[config.mk]
export PLATFORM = sky130hd
export DESIGN_NAME = autoneg_resolver
export DESIGN_NICKNAME = d
export VERILOG_FILES = /design/src/autoneg_pkg.sv /design/src/autoneg_resolver.sv /design/src/seed_lfsr.sv
export SDC_FILE = /design/constraint.sdc
export NUM_CORES = 1
export LEC_CHECK = 0
export ABC_AREA = 1
export BUFFER_PORTS_ARGS = -buffer_cell sky130_fd_sc_hd__buf_2
export CAP_MARGIN = 40
export CORE_ASPECT_RATIO = 1.4
export CORE_MARGIN = 4
export CORE_UTILIZATION = 40
export CTS_CLUSTER_DIAMETER = 200
export DETAILED_ROUTE_END_ITERATION = 16
export HOLD_SLACK_MARGIN = 0.1
export SLEW_MARGIN = 20
export SYNTH_ARGS = -nofsm -noshare
export SYNTH_HDL_FRONTEND = slang
export SYNTH_SLANG_ARGS = --single-unit
[constraint.sdc]
create_clock -name sys_clk -period 1.6 [get_ports sys_clk]
set_input_delay 0.08 -clock sys_clk [delete_from_list [all_inputs] [get_ports sys_clk]]
set_output_delay 0.08 -clock sys_clk [all_outputs]
set_load 0.05 [all_outputs]
[src/autoneg_pkg.sv]
/*
 * constants shared by the negotiation result resolver: register indices,
 * field positions, reset values and the resolved-mode enumeration.
 * assumes a 32-bit apb slave where byte address = 4 * register index.
 */
package autoneg_pkg;

  // ****************************************************************
  // register indices (byte address is four times the index)
  // ****************************************************************
  localparam logic [5:0] IDX_BASIC_CTL = 6'h00;
  localparam logic [5:0] IDX_LOCAL_ADV = 6'h04;
  localparam logic [5:0] IDX_PARTNER_ADV = 6'h05;
  localparam logic [5:0] IDX_RES_STATUS = 6'h11;
  localparam logic [5:0] IDX_CRITERIA = 6'h13;
  localparam logic [5:0] IDX_EXP_DATA = 6'h1d;
  localparam logic [5:0] IDX_EXP_PTR = 6'h1e;
  localparam logic [8:0] EXP_FALLBACK_LOC = 9'h1c0;

  // ****************************************************************
  // field positions
  // ****************************************************************
  localparam int BIT_NEG_EN = 12;
  localparam int BIT_FALLBACK_EN = 3;
  localparam int BIT_PAUSE = 10;
  localparam int BIT_ASYM_PAUSE = 11;
  localparam int BIT_100FD = 8;
  localparam int BIT_100HD = 7;
  localparam int BIT_10FD = 6;
  localparam int BIT_10HD = 5;
  localparam int CRIT_AN = 2;
  localparam int CRIT_CRC = 1;
  localparam int CRIT_IDLE = 0;

  // ****************************************************************
  // reset values
  // ****************************************************************
  localparam logic [15:0] ADV_SELECTOR = 16'h0001;
  localparam logic [2:0] CRIT_RESET = 3'h0;
  localparam logic FALLBACK_RESET = 1'b0;
  localparam logic [2:0] RETRY_RELOAD = 3'h5;

  typedef enum logic [2:0] {
    MODE_NONE,
    MODE_1000_FD,
    MODE_1000_HD,
    MODE_100_FD,
    MODE_100_HD,
    MODE_10_FD,
    MODE_10_HD
  } mode_e;

endpackage : autoneg_pkg

[src/autoneg_resolver.sv]
/*
 * negotiation result resolver: priority resolution, master/slave roles,
 * pause advertisement storage, gigabit fallback and retry forced link.
 * assumes synchronous strap and event inputs, apb master on sys_clk.
 */
// How it works
// [RULE_01] pick highest common mode, gigabit full first
// [RULE_02] straps set advertised speeds and duplex
// [RULE_03] fallback bit set enables speed fallback
// [RULE_04] three criteria bits choose fallback triggers
// [RULE_05] fallback only leaves gigabit, never 100 to 10
// [RULE_06] five failed gigabit attempts drop speed
// [RULE_07] five error-rate link drops drop speed
// [RULE_08] partner drop or unplug reloads count five
// [RULE_09] forced-link mode is the power-up default
// [RULE_10] software keeps failure bit zero in forced-link
// [RULE_11] five error drops force link at best speed
// [RULE_12] roles resolved only for gigabit, multiport wins
// [RULE_13] node strap advertises single or multi node
// [RULE_14] equal node types settled by random seeds
// [RULE_15] opposite of manual partner; multi beats single
// [RULE_16] advert bits 10 and 11 give pause
// [RULE_17] partner pause bits stored in 10, 11
// [RULE_18] mac reads partner pause and resolves itself
// [RULE_19] flow control considered only for full duplex
// [RULE_20] expanded byte reached by pointer and data
// [RULE_21] strap low or control bit 12 disables
// [RULE_22] counter counts down, action fires at zero
`timescale 1ns/1ps
`default_nettype none

module autoneg_resolver #(
  parameter int SEED_W = 11
) (
  input wire logic sys_clk, // system clock, 50 MHz
  input wire logic rstn, // async reset, active low
  input wire logic psel, // apb select
  input wire logic penable, // apb access phase
  input wire logic pwrite, // apb direction
  input wire logic [7:0] paddr, // apb byte address
  input wire logic [31:0] pwdata, // apb write data
  output logic [31:0] prdata, // apb read data
  output logic pready, // apb ready
  output logic pslverr, // apb error, unmapped or misaligned
  input wire logic negEnStrap, // negotiation enable strap
  input wire logic duplexStrap, // duplex strap
  input wire logic [1:0] rateStrap, // speed straps
  input wire logic multiNodeStrap, // node-type strap
  input wire logic partnerPageValid, // pulse: partner base page received
  input wire logic [15:0] partnerPage, // partner base page word
  input wire logic partnerGigFd, // partner advertises gigabit full
  input wire logic partnerGigHd, // partner advertises gigabit half
  input wire logic partnerMultiNode, // partner advertises multi node
  input wire logic partnerManual, // partner role set manually
  input wire logic partnerManualMaster, // manual partner role is master
  input wire logic [SEED_W-1:0] partnerSeed, // partner random seed
  input wire logic negComplete, // pulse: ability exchange complete
  input wire logic gigAttemptFail, // pulse: gigabit link not stable
  input wire logic crcErrDrop, // pulse: link drop on crc error rate
  input wire logic idleErrDrop, // pulse: link drop on idle error rate
  input wire logic partnerDrop, // pulse: partner dropped link or unplug
  output logic [2:0] resolvedMode, // autoneg_pkg::mode_e code
  output logic resolvedValid, // a common mode was found
  output logic isMaster, // gigabit master role
  output logic msFault, // equal seeds, roles unresolved
  output logic pauseConsider, // full duplex: flow control exchanged
  output logic forceLink, // link forced at best common speed
  output logic gigBlocked, // gigabit excluded after fallback
  output logic [15:0] localAdvert, // base page sent to the partner
  output logic localGigFd, // gigabit full advertised
  output logic localMultiNode // multi node advertised
);

  // ****************************************************************
  // state
  // ****************************************************************
  typedef struct packed {
    logic strapsTaken;
    logic negEn;
    logic gigFdAdv;
    logic multiAdv;
    logic [15:0] advWord;
    logic [15:0] lpar;
    logic [2:0] crit;
    logic fbMode;
    logic [8:0] ptr;
    logic [2:0] retryCnt;
    logic gigBlocked;
    logic forceLink;
    autoneg_pkg::mode_e mode;
    logic resolvedValid;
    logic isMaster;
    logic msFault;
    logic pauseConsider;
    logic [31:0] prdata;
    logic pready;
    logic pslverr;
  } state_s;

  state_s q;
  state_s d;
  logic [SEED_W-1:0] localSeed;

  seed_lfsr #(
    .SEED_W(SEED_W)
  ) u_seed (
    .sys_clk(sys_clk),
    .rstn(rstn),
    .seed(localSeed)
  );

  // ****************************************************************
  // helpers
  // ****************************************************************
  function automatic logic isGig(input autoneg_pkg::mode_e m);
    isGig = (m == autoneg_pkg::MODE_1000_FD) ||
            (m == autoneg_pkg::MODE_1000_HD);
  endfunction : isGig

  function automatic logic isFull(input autoneg_pkg::mode_e m);
    isFull = (m == autoneg_pkg::MODE_1000_FD) ||
             (m == autoneg_pkg::MODE_100_FD) ||
             (m == autoneg_pkg::MODE_10_FD);
  endfunction : isFull

  // abilities: [5] 1000fd [4] 1000hd [3] 100fd [2] 100hd [1] 10fd [0] 10hd
  function automatic autoneg_pkg::mode_e bestMode(input logic [5:0] c);
    if (c[5])
      bestMode = autoneg_pkg::MODE_1000_FD;
    else if (c[4])
      bestMode = autoneg_pkg::MODE_1000_HD;
    else if (c[3])
      bestMode = autoneg_pkg::MODE_100_FD;
    else if (c[2])
      bestMode = autoneg_pkg::MODE_100_HD;
    else if (c[1])
      bestMode = autoneg_pkg::MODE_10_FD;
    else if (c[0])
      bestMode = autoneg_pkg::MODE_10_HD;
    else
      bestMode = autoneg_pkg::MODE_NONE;
  endfunction : bestMode

  function automatic logic [3:0] advBits(input logic [15:0] w);
    advBits = {w[autoneg_pkg::BIT_100FD], w[autoneg_pkg::BIT_100HD],
               w[autoneg_pkg::BIT_10FD], w[autoneg_pkg::BIT_10HD]};
  endfunction : advBits

  logic [5:0] localAbil;
  logic [5:0] partnerAbil;
  logic [5:0] common;
  logic gigActive;
  logic anQual;
  logic errQual;
  logic qual;
  logic [5:0] regIdx;
  logic accEnd;
  logic mapped;

  assign localAbil = {q.gigFdAdv, 1'b1, advBits(q.advWord)};
  assign partnerAbil = {partnerGigFd, partnerGigHd, advBits(q.lpar)};
  // fallback masks gigabit so the next lower advertised speed wins
  assign common = localAbil & partnerAbil & {~q.gigBlocked, ~q.gigBlocked,
                  4'hf}; // see [RULE_03]
  assign gigActive = q.resolvedValid && isGig(q.mode); // see [RULE_05]
  // failed-attempt trigger acts in fallback mode only
  assign anQual = q.fbMode && q.crit[autoneg_pkg::CRIT_AN] &&
                  gigAttemptFail; // see [RULE_04] see [RULE_10]
  assign errQual = (q.crit[autoneg_pkg::CRIT_CRC] && crcErrDrop) ||
                   (q.crit[autoneg_pkg::CRIT_IDLE] && idleErrDrop);
  assign qual = gigActive && !q.forceLink && (anQual || errQual);
  assign regIdx = paddr[7:2];
  assign accEnd = psel && penable && q.pready;
  assign mapped = (paddr[1:0] == 2'b00) &&
                  (regIdx == autoneg_pkg::IDX_BASIC_CTL ||
                   regIdx == autoneg_pkg::IDX_LOCAL_ADV ||
                   regIdx == autoneg_pkg::IDX_PARTNER_ADV ||
                   regIdx == autoneg_pkg::IDX_RES_STATUS ||
                   regIdx == autoneg_pkg::IDX_CRITERIA ||
                   regIdx == autoneg_pkg::IDX_EXP_DATA ||
                   regIdx == autoneg_pkg::IDX_EXP_PTR);

  // ****************************************************************
  // next state
  // ****************************************************************
  always_comb
  begin
    d = q;
    // straps caught in the first cycle after reset release
    if (!q.strapsTaken)
    begin
      d.strapsTaken = 1'b1;
      d.negEn = negEnStrap; // see [RULE_21]
      d.gigFdAdv = duplexStrap; // see [RULE_02]
      d.multiAdv = multiNodeStrap; // see [RULE_13]
      d.advWord = autoneg_pkg::ADV_SELECTOR;
      d.advWord[autoneg_pkg::BIT_100FD] = ~rateStrap[1] & duplexStrap;
      d.advWord[autoneg_pkg::BIT_100HD] = ~rateStrap[1]; // see [RULE_02]
      d.advWord[autoneg_pkg::BIT_10FD] = ~(rateStrap[1] ^ rateStrap[0]) &
                                         duplexStrap;
      d.advWord[autoneg_pkg::BIT_10HD] = ~(rateStrap[1] ^ rateStrap[0]);
    end

    if (partnerPageValid)
      d.lpar = partnerPage; // see [RULE_17]

    // retry counting; a partner drop outranks a same-cycle error event
    if (partnerDrop)
    begin
      d.retryCnt = autoneg_pkg::RETRY_RELOAD; // see [RULE_08]
      d.forceLink = 1'b0;
    end
    else if (qual)
    begin
      d.retryCnt = q.retryCnt - 3'h1; // see [RULE_22]
      if (q.retryCnt == 3'h1)
      begin
        d.retryCnt = autoneg_pkg::RETRY_RELOAD;
        if (q.fbMode)
          d.gigBlocked = 1'b1; // see [RULE_06] see [RULE_07]
        else
          d.forceLink = 1'b1; // see [RULE_11]
      end
    end

    // resolution at the end of each exchange
    if (negComplete)
    begin
      d.mode = q.negEn ? bestMode(common) : autoneg_pkg::MODE_NONE;
      d.resolvedValid = d.mode != autoneg_pkg::MODE_NONE; // see [RULE_01]
      d.isMaster = 1'b0;
      d.msFault = 1'b0;
      d.pauseConsider = d.resolvedValid && isFull(d.mode); // see [RULE_19]
      if (d.resolvedValid && isGig(d.mode)) // see [RULE_12]
      begin
        if (partnerManual)
          d.isMaster = !partnerManualMaster; // see [RULE_15]
        else if (q.multiAdv != partnerMultiNode)
          d.isMaster = q.multiAdv; // see [RULE_15]
        else if (localSeed == partnerSeed)
          d.msFault = 1'b1; // see [RULE_14]
        else
          d.isMaster = localSeed > partnerSeed; // see [RULE_14]
      end
    end

    // apb: one wait state, answer registered
    d.pready = psel && penable && !q.pready;
    d.pslverr = psel && penable && !q.pready && !mapped;
    d.prdata = 32'h0;
    if (psel && penable && !q.pready && !pwrite)
    begin
      case (regIdx)
        autoneg_pkg::IDX_BASIC_CTL:
          d.prdata[autoneg_pkg::BIT_NEG_EN] = q.negEn;
        autoneg_pkg::IDX_LOCAL_ADV:
          d.prdata[15:0] = q.advWord;
        autoneg_pkg::IDX_PARTNER_ADV:
          d.prdata[15:0] = q.lpar; // see [RULE_18]
        autoneg_pkg::IDX_RES_STATUS:
          d.prdata[11:0] = {q.retryCnt, q.forceLink, q.gigBlocked,
                            q.pauseConsider, q.msFault, q.isMaster,
                            q.resolvedValid, q.mode};
        autoneg_pkg::IDX_CRITERIA:
          d.prdata[2:0] = q.crit;
        autoneg_pkg::IDX_EXP_DATA:
          d.prdata[autoneg_pkg::BIT_FALLBACK_EN] =
            (q.ptr == autoneg_pkg::EXP_FALLBACK_LOC) && q.fbMode;
        autoneg_pkg::IDX_EXP_PTR:
          d.prdata[8:0] = q.ptr;
        default:
          d.prdata = 32'h0;
      endcase
      if (!mapped)
        d.prdata = 32'h0;
    end

    if (accEnd && pwrite && mapped)
    begin
      case (regIdx)
        autoneg_pkg::IDX_BASIC_CTL:
          d.negEn = pwdata[autoneg_pkg::BIT_NEG_EN]; // see [RULE_21]
        autoneg_pkg::IDX_LOCAL_ADV:
          d.advWord = pwdata[15:0]; // see [RULE_16]
        autoneg_pkg::IDX_CRITERIA:
          d.crit = pwdata[2:0]; // see [RULE_04]
        autoneg_pkg::IDX_EXP_DATA:
        begin
          // only bit 3 of the write data reaches the expanded location
          if (q.ptr == autoneg_pkg::EXP_FALLBACK_LOC)
            d.fbMode = pwdata[autoneg_pkg::BIT_FALLBACK_EN]; // see [RULE_20]
        end
        autoneg_pkg::IDX_EXP_PTR:
          d.ptr = pwdata[8:0]; // see [RULE_20]
        default:
          d.ptr = q.ptr;
      endcase
    end
    // disabling negotiation clears a pending fallback
    if (!d.negEn)
      d.gigBlocked = 1'b0;
  end

  // ****************************************************************
  // registers
  // ****************************************************************
  always_ff @(posedge sys_clk or negedge rstn)
  begin
    if (!rstn)
    begin
      q <= '0;
      q.crit <= autoneg_pkg::CRIT_RESET;
      q.fbMode <= autoneg_pkg::FALLBACK_RESET; // see [RULE_09]
      q.retryCnt <= autoneg_pkg::RETRY_RELOAD;
      q.advWord <= autoneg_pkg::ADV_SELECTOR;
      q.mode <= autoneg_pkg::MODE_NONE;
    end
    else
      q <= d;
  end

  assign prdata = q.prdata;
  assign pready = q.pready;
  assign pslverr = q.pslverr;
  assign resolvedMode = q.mode;
  assign resolvedValid = q.resolvedValid;
  assign isMaster = q.isMaster;
  assign msFault = q.msFault;
  assign pauseConsider = q.pauseConsider;
  assign forceLink = q.forceLink;
  assign gigBlocked = q.gigBlocked;
  assign localAdvert = q.advWord;
  assign localGigFd = q.gigFdAdv;
  assign localMultiNode = q.multiAdv;
endmodule : autoneg_resolver

`default_nettype wire

[src/seed_lfsr.sv]
/*
 * free-running maximal-length lfsr giving the local random seed used to
 * break equal node-type ties.
 * assumes one clock and an asynchronous active-low reset.
 */
`timescale 1ns/1ps
`default_nettype none

module seed_lfsr #(
  parameter int SEED_W = 11
) (
  input wire logic sys_clk, // system clock
  input wire logic rstn, // async reset, active low
  output logic [SEED_W-1:0] seed // current seed value
);

  typedef struct packed {
    logic [SEED_W-1:0] shift;
  } lfsr_s;

  lfsr_s q;
  lfsr_s d;

  // taps for 11 bits; never all-zero since reset seeds a one
  always_comb
  begin
    d = q;
    d.shift = {q.shift[SEED_W-2:0], q.shift[SEED_W-1] ^ q.shift[SEED_W-3]};
  end

  always_ff @(posedge sys_clk or negedge rstn)
  begin
    if (!rstn)
      q <= '{shift: {{(SEED_W-1){1'b0}}, 1'b1}};
    else
      q <= d;
  end

  assign seed = q.shift;

endmodule : seed_lfsr

`default_nettype wire
### After elaboration in Yosys (flattened, before gate mapping)

Index checks and enable logic that the tools add are counted.

| word-level totals | value |
|---|---|
| output and inout bits | 61 |
| bits of input ports | 88 |
| flip-flop bits (word level) | 106 |

| operators by class | value |
|---|---|
| multiplexer cells | 36 |
| add/sub/neg operators | 1 |
| reduce and logical (&&, ||, !) cells | 45 |
| $lt $le $gt $ge | 1 |
| bitwise logic cells | 9 |
| equality and inequality tests | 21 |

Operators with widths:

| operator | number |
|---|---|
| 16-bit 2-to-1 mux | 4 |
| 3-bit 2-to-1 mux | 9 |
| 6-bit by 5-bit equality test with 1-bit output (second input constant) | 4 |
| 5-bit one-hot mux with 4 select lines | 1 |
| 19-bit 2-to-1 mux | 1 |
| 1-bit logical AND | 18 |
| 3-bit one-hot mux with 5 select lines | 1 |
| 1-bit 2-to-1 mux | 13 |
| 6-bit AND | 2 |
| 6-bit by 3-bit equality test with 1-bit output (second input constant) | 2 |
| 1-bit logical OR | 12 |
| 11-bit equality test | 1 |
| 11-bit > comparator | 1 |
| 5-bit 2-to-1 mux | 2 |
| 3-bit by 1-bit equality test with 1-bit output (second input constant) | 3 |
| 3-bit by 2-bit equality test with 1-bit output (second input constant) | 3 |
| 9-bit equality test (second input constant) | 1 |
| 3-bit one-hot mux with 3 select lines | 1 |
| 6-bit logical NOT | 1 |
| 2-bit != test (second input constant) | 3 |
| 3-bit one-hot mux with 2 select lines | 1 |
| 3-bit AND reduction | 2 |
| 1-bit logical NOT | 5 |
| 1-bit one-hot mux with 5 select lines | 1 |
| other kinds (14) | 21 |

### Depth between registers and ports, before layout

| logic depth | value |
|---|---|
| depth in word-level cells | 14 |
| depth in mapped cells | 12 |
| gate-level depth less buffers | 12 |

### Cells and area by module

Synthesis repeated with hierarchy kept, for this count alone.

| second synthesis, totals | value |
|---|---|
| cell total of the unflattened synthesis | 636 |
| area, all modules | 5102.4 um2 |

Modules (own cells, without submodules):

| module | area an instance (um2) | sequential area each (um2) | cells an instance | times used |
|---|---|---|---|---|
| autoneg_resolver | 4732.0 | 1980.6 | 610 | 1 |
| seed_lfsr | 370.4 | 276.5 | 26 | 1 |

### Worst setup path before layout

OpenSTA, ideal clock, no wires.

| timing | value |
|---|---|
| path kind | register -> register |
| start point | register q (netlist bit pready) |
| end point | register q[54] (netlist name) |
| required time | 1483 ps |
| buffers on the path | 1 |
| data arrival time | 1609 ps |
| setup slack | -126 ps |
| period minus slack after synthesis | 1726 ps |
| setup time | 117 ps |
| stages on the path, launching flop included | 7 |
| path through | dfrtp_1 > nand2_1 > nor2_2 > nand4_4 > buf_6 > nand2_1 > o21ai_2 |

| between the ends | value |
|---|---|
| cells in the longest elaborated chain, start to end | 4 |

RTL lines:

| item | line | source |
|---|---|---|
| start, declared | autoneg_resolver.sv:100 | `state_s q;` |
| 1-bit logical AND | autoneg_resolver.sv:173 | `assign accEnd = psel && penable && q.pready;` |
| 1-bit logical AND (2 in series) | autoneg_resolver.sv:278 | `if (accEnd && pwrite && mapped)` |
| 2-bit AND reduction (no source line) | -- |  |

Every way passes these cells.
A chain may end at the register's enable or synchronous reset.

### Worst setup path in the final report

| timing | value |
|---|---|
| start point | register u_seed.q (netlist bit u_seed.seed[10]) |
| end point | register q (netlist bit msFault) |

| between the ends | value |
|---|---|
| cells in the longest elaborated chain, start to end | 5 |

RTL lines:

| item | line | source |
|---|---|---|
| start, declared | seed_lfsr.sv:21 | `lfsr_s q;` |
| start signal, assigned | seed_lfsr.sv:34 | `q <= '{shift: {{(SEED_W-1){1'b0}}, 1'b1}};` |
| 11-bit equality test | autoneg_resolver.sv:240 | `else if (localSeed == partnerSeed)` |
| 1-bit 2-to-1 mux | autoneg_resolver.sv:240 |  |
| 1-bit 2-to-1 mux | autoneg_resolver.sv:238 | `else if (q.multiAdv != partnerMultiNode)` |
| 1-bit 2-to-1 mux | autoneg_resolver.sv:236 | `if (partnerManual)` |
| 2-bit 2-to-1 mux | autoneg_resolver.sv:234 | `if (d.resolvedValid && isGig(d.mode))` |

Every way passes these cells.

==> flow_summary.yaml <==
outcome:
  status: "complete, no violations"
hold_path:
  hold_class: "in2reg"
  min_to: "msFault"
  hold_start: "partnerMultiNode"
  hold_path_depth: 6
power_and_ir_drop:
  total_power_mw: 5.828
  power.density_nw_per_um2: 907.7
  power_leakage_nw: 3.491
  ir_worst_vdd_mv: 0.4618
floorplanning:
  die_h_um: 141.0
  num_rows: 48
  core_um2: 12370
  die_w_um: 103.0
  dieArea_um2: 14520
  boundaryPins: 149
  start_util: 0.4086
synth:
  syn_avg_cell_area_um2: 8.166
  synthArstFlopShare: 1.000
  synth_top_area_frac: 0.4257
  yosysSeqAreaShare: 0.4465
  ys_ff_latch: 90
  synthTopCellsByArea: "dfrtp_1 43%, nand2_1 11%, buf_4 7.6%, nand3_1 5.3%, inv_1 5.0%"
  synth_warnings: 0
  syn_area_um2: 5055
  synth_edf_count: 0
  synth_top_cell_by_area: "dfrtp_1"
  synth_cells: 619
  yosysMostFrequentCell: "nand2_1"
  synthFlopType: "dfrtp_1"
  ys_top_cells_by_count: "152 x nand2_1, 86 x dfrtp_1, 68 x inv_1, 54 x nand3_1, 51 x buf_4"
  synth_cell_types: 40
drt:
  ant_nets: 0
  drt-wirelength-per-cell_um: 15.49
  first_pass_iters: 4
  drc: 0
  via_count: 4419
  routed_wl_mm: 14.22
  via_per_inst: 4.814
  drt-initial-drc-count: 310
clocking:
  clk_pin_slew_ps: 60
  clock_path_buffers: 2
  cts_tree: "done"
  clk_latency_ps: 340
  ctsRootBufferMaster: "clkbuf_16"
  htreeDepth: 3
  cts_sinks: 90
  cts_made_buffers: 9
timing:
  finalSetupViolCount: 0
  fin_crit_sh: 0.9651
  drv_slew: 0
  hold_viol: 0
  fin_crit_ps: 1544
  finClkSkew_ps: 9.162
  fmaxAchievable_mhz: 647.6
place:
  place_hpwl_mm: 10.91
  place_congestion: 0.8830
  dp.cells: 856
  io_buffer_count: 116
cells_and_area:
  syn_to_final_growth_pct: 27.03
  fillers: 1151
  utilization: 0.5190
  drive_gt1_frac: 0.2604
  fin_nets: 864
  fin_cells: 918
  antenna_cells: 0
critical_path:
  crit_type: "reg2reg"
  cp.required_ps: 1880
  critPathCaptureType: "flop"
  crit_arrival_ps: 1820
  start_kind: "flop"
  crit_chain: "ha_4 > nand2_1 > nor2_2 > nand4_1 > buf_4 > nor2_1 > nand4_1 > nand2_1"
  reg2reg_slack_ps: 60
  reg2reg_from: "u_seed.seed[10]"
  max_stage_delay_ps: 410
  cp-startpoint: "u_seed.seed[10]"
  path_max_fanout: 3
  rr_endpoint: "msFault"
  crit_slowest_cell: "dfrtp_1"
  reg2reg_depth: 8
global_routing:
  grt_use_total: 0.1970
  antenna_found_initial: 0
  grt.overflow.total: 0
  grt_pass1_vias: 4337
  grt_pass1_wl_mm: 22.03
  grt_max_degree: 36
run:
  max-cap-violations: 0
-- state kept, by name, indices dropped and copies added, names as in the netlist --
register and count:
pauseConsider 1, resolvedValid 1, pready 1, gigBlocked 1, msFault 1, forceLink 1
partnerAbil 4, u_seed.seed 11, isMaster 1, pslverr 1, q 30, prdata 16
resolvedMode 3, localGigFd 1, localAdvert 16, localMultiNode 1
-- how the worst max path moves through the flow --
stage | cells after the start | slack, ps | end
final | 8 | 60 | msFault
after global routing | 10 | -5 | isMaster
after CTS | 10 | 30 | isMaster
after detailed placement | 10 | 40 | isMaster
after global placement | 10 | 50 | isMaster
after floorplan | 6 | 20 | q[54]
-- worst max-delay path: cells and delay by family (launching register included) --
family	cells	cell delay, ps
simple gates	6	640
flops	1	410
buf+inv	1	150
fa+ha+maj	1	280
-- stage by stage --
stage	TNS (ps)	hold slack, ps	area, um^2	worst slack (ps)
3_5_place_dp	0	70.69	5585	37.13
3_3_place_gp	0	65.72	5585	52.22
4_1_cts	0	158.8	6384	29.12
5_1_grt	-4.779	207.9	6421	-4.779
6_report	0	165.3	6421	55.85
2_1_floorplan	0	-215.6	5112	23.34
-- routing by layer --
metal  vias up  share of wire  track usage
li1       2214              -            -
met1      2062           0.40       0.2460
met2       130           0.52       0.3453
met3        13          0.054      0.02871
met4         0          0.021      0.06071
met5         -              0            0
-- kinds of logic (layout without fill, tap and decap cells) --
group                    count (synthesis)  in the layout  synth area share
adder cells (fa/ha/maj)                 13             13           0.03218
buffers and inverters                  140            274            0.1480
other                                    2             17          0.001486
flip-flops                              90             90            0.4465
multiplexers                             9              9           0.02005
XOR/XNOR                                 4              4          0.006932
AO/OA/AOI/OAI                           88             88            0.1007
AND/OR/NAND/NOR                        273            273            0.2441
-- timing repair --
item | 4_1_cts | 5_1_grt
hold buffers | 43 | 0
setup endpoints to repair | 0 | 1
setup buffers | 0 | 3
resized for setup | 0 | 2
hold endpoints to repair | 104 | 0
-- power by group --
group          switching, mW  internal [mW]  leakage (nW)
Clock                  0.876           1.73         0.180
Combinational          0.532          0.278          2.13
Sequential            0.0634           2.35          1.18
Total                   1.47           4.36          3.49
-- cells in the final DEF, fill, tap and decap left out, types with 3 or more instances in the layout --
cell type	Yosys	final
inv_2	5	5
nor2_1	39	38
dfstp_2	4	4
dlygate4sd3_1	0	43
conb_1	2	17
clkbuf_16	0	9
nand4_1	10	10
o22ai_1	3	3
ha_1	13	12
nor3_1	3	3
a22oi_1	4	4
o21ai_0	43	43
buf_2	2	115
mux2_2	9	9
a211oi_1	3	3
nand2_1	152	152
inv_1	68	68
bufinv_16	0	4
dfrtp_1	86	85
nand3_1	54	54
a21oi_1	21	21
nor2_2	3	4
o21ai_2	11	11
xor2_1	3	3
buf_4	51	23
-- area by class of cell --
type                       count  area [um^2]  area share
tap                          150        187.7     0.02923
clock inverter                 5        125.1     0.01949
sequential                    90         2258      0.3517
timing repair buffer         182         1199      0.1867
inverter                      76        287.8     0.04482
multi-input combinational    404         2121      0.3303
clock buffer                  11        242.7     0.03780
No activity file was read; power rests on OpenSTA's default activity.
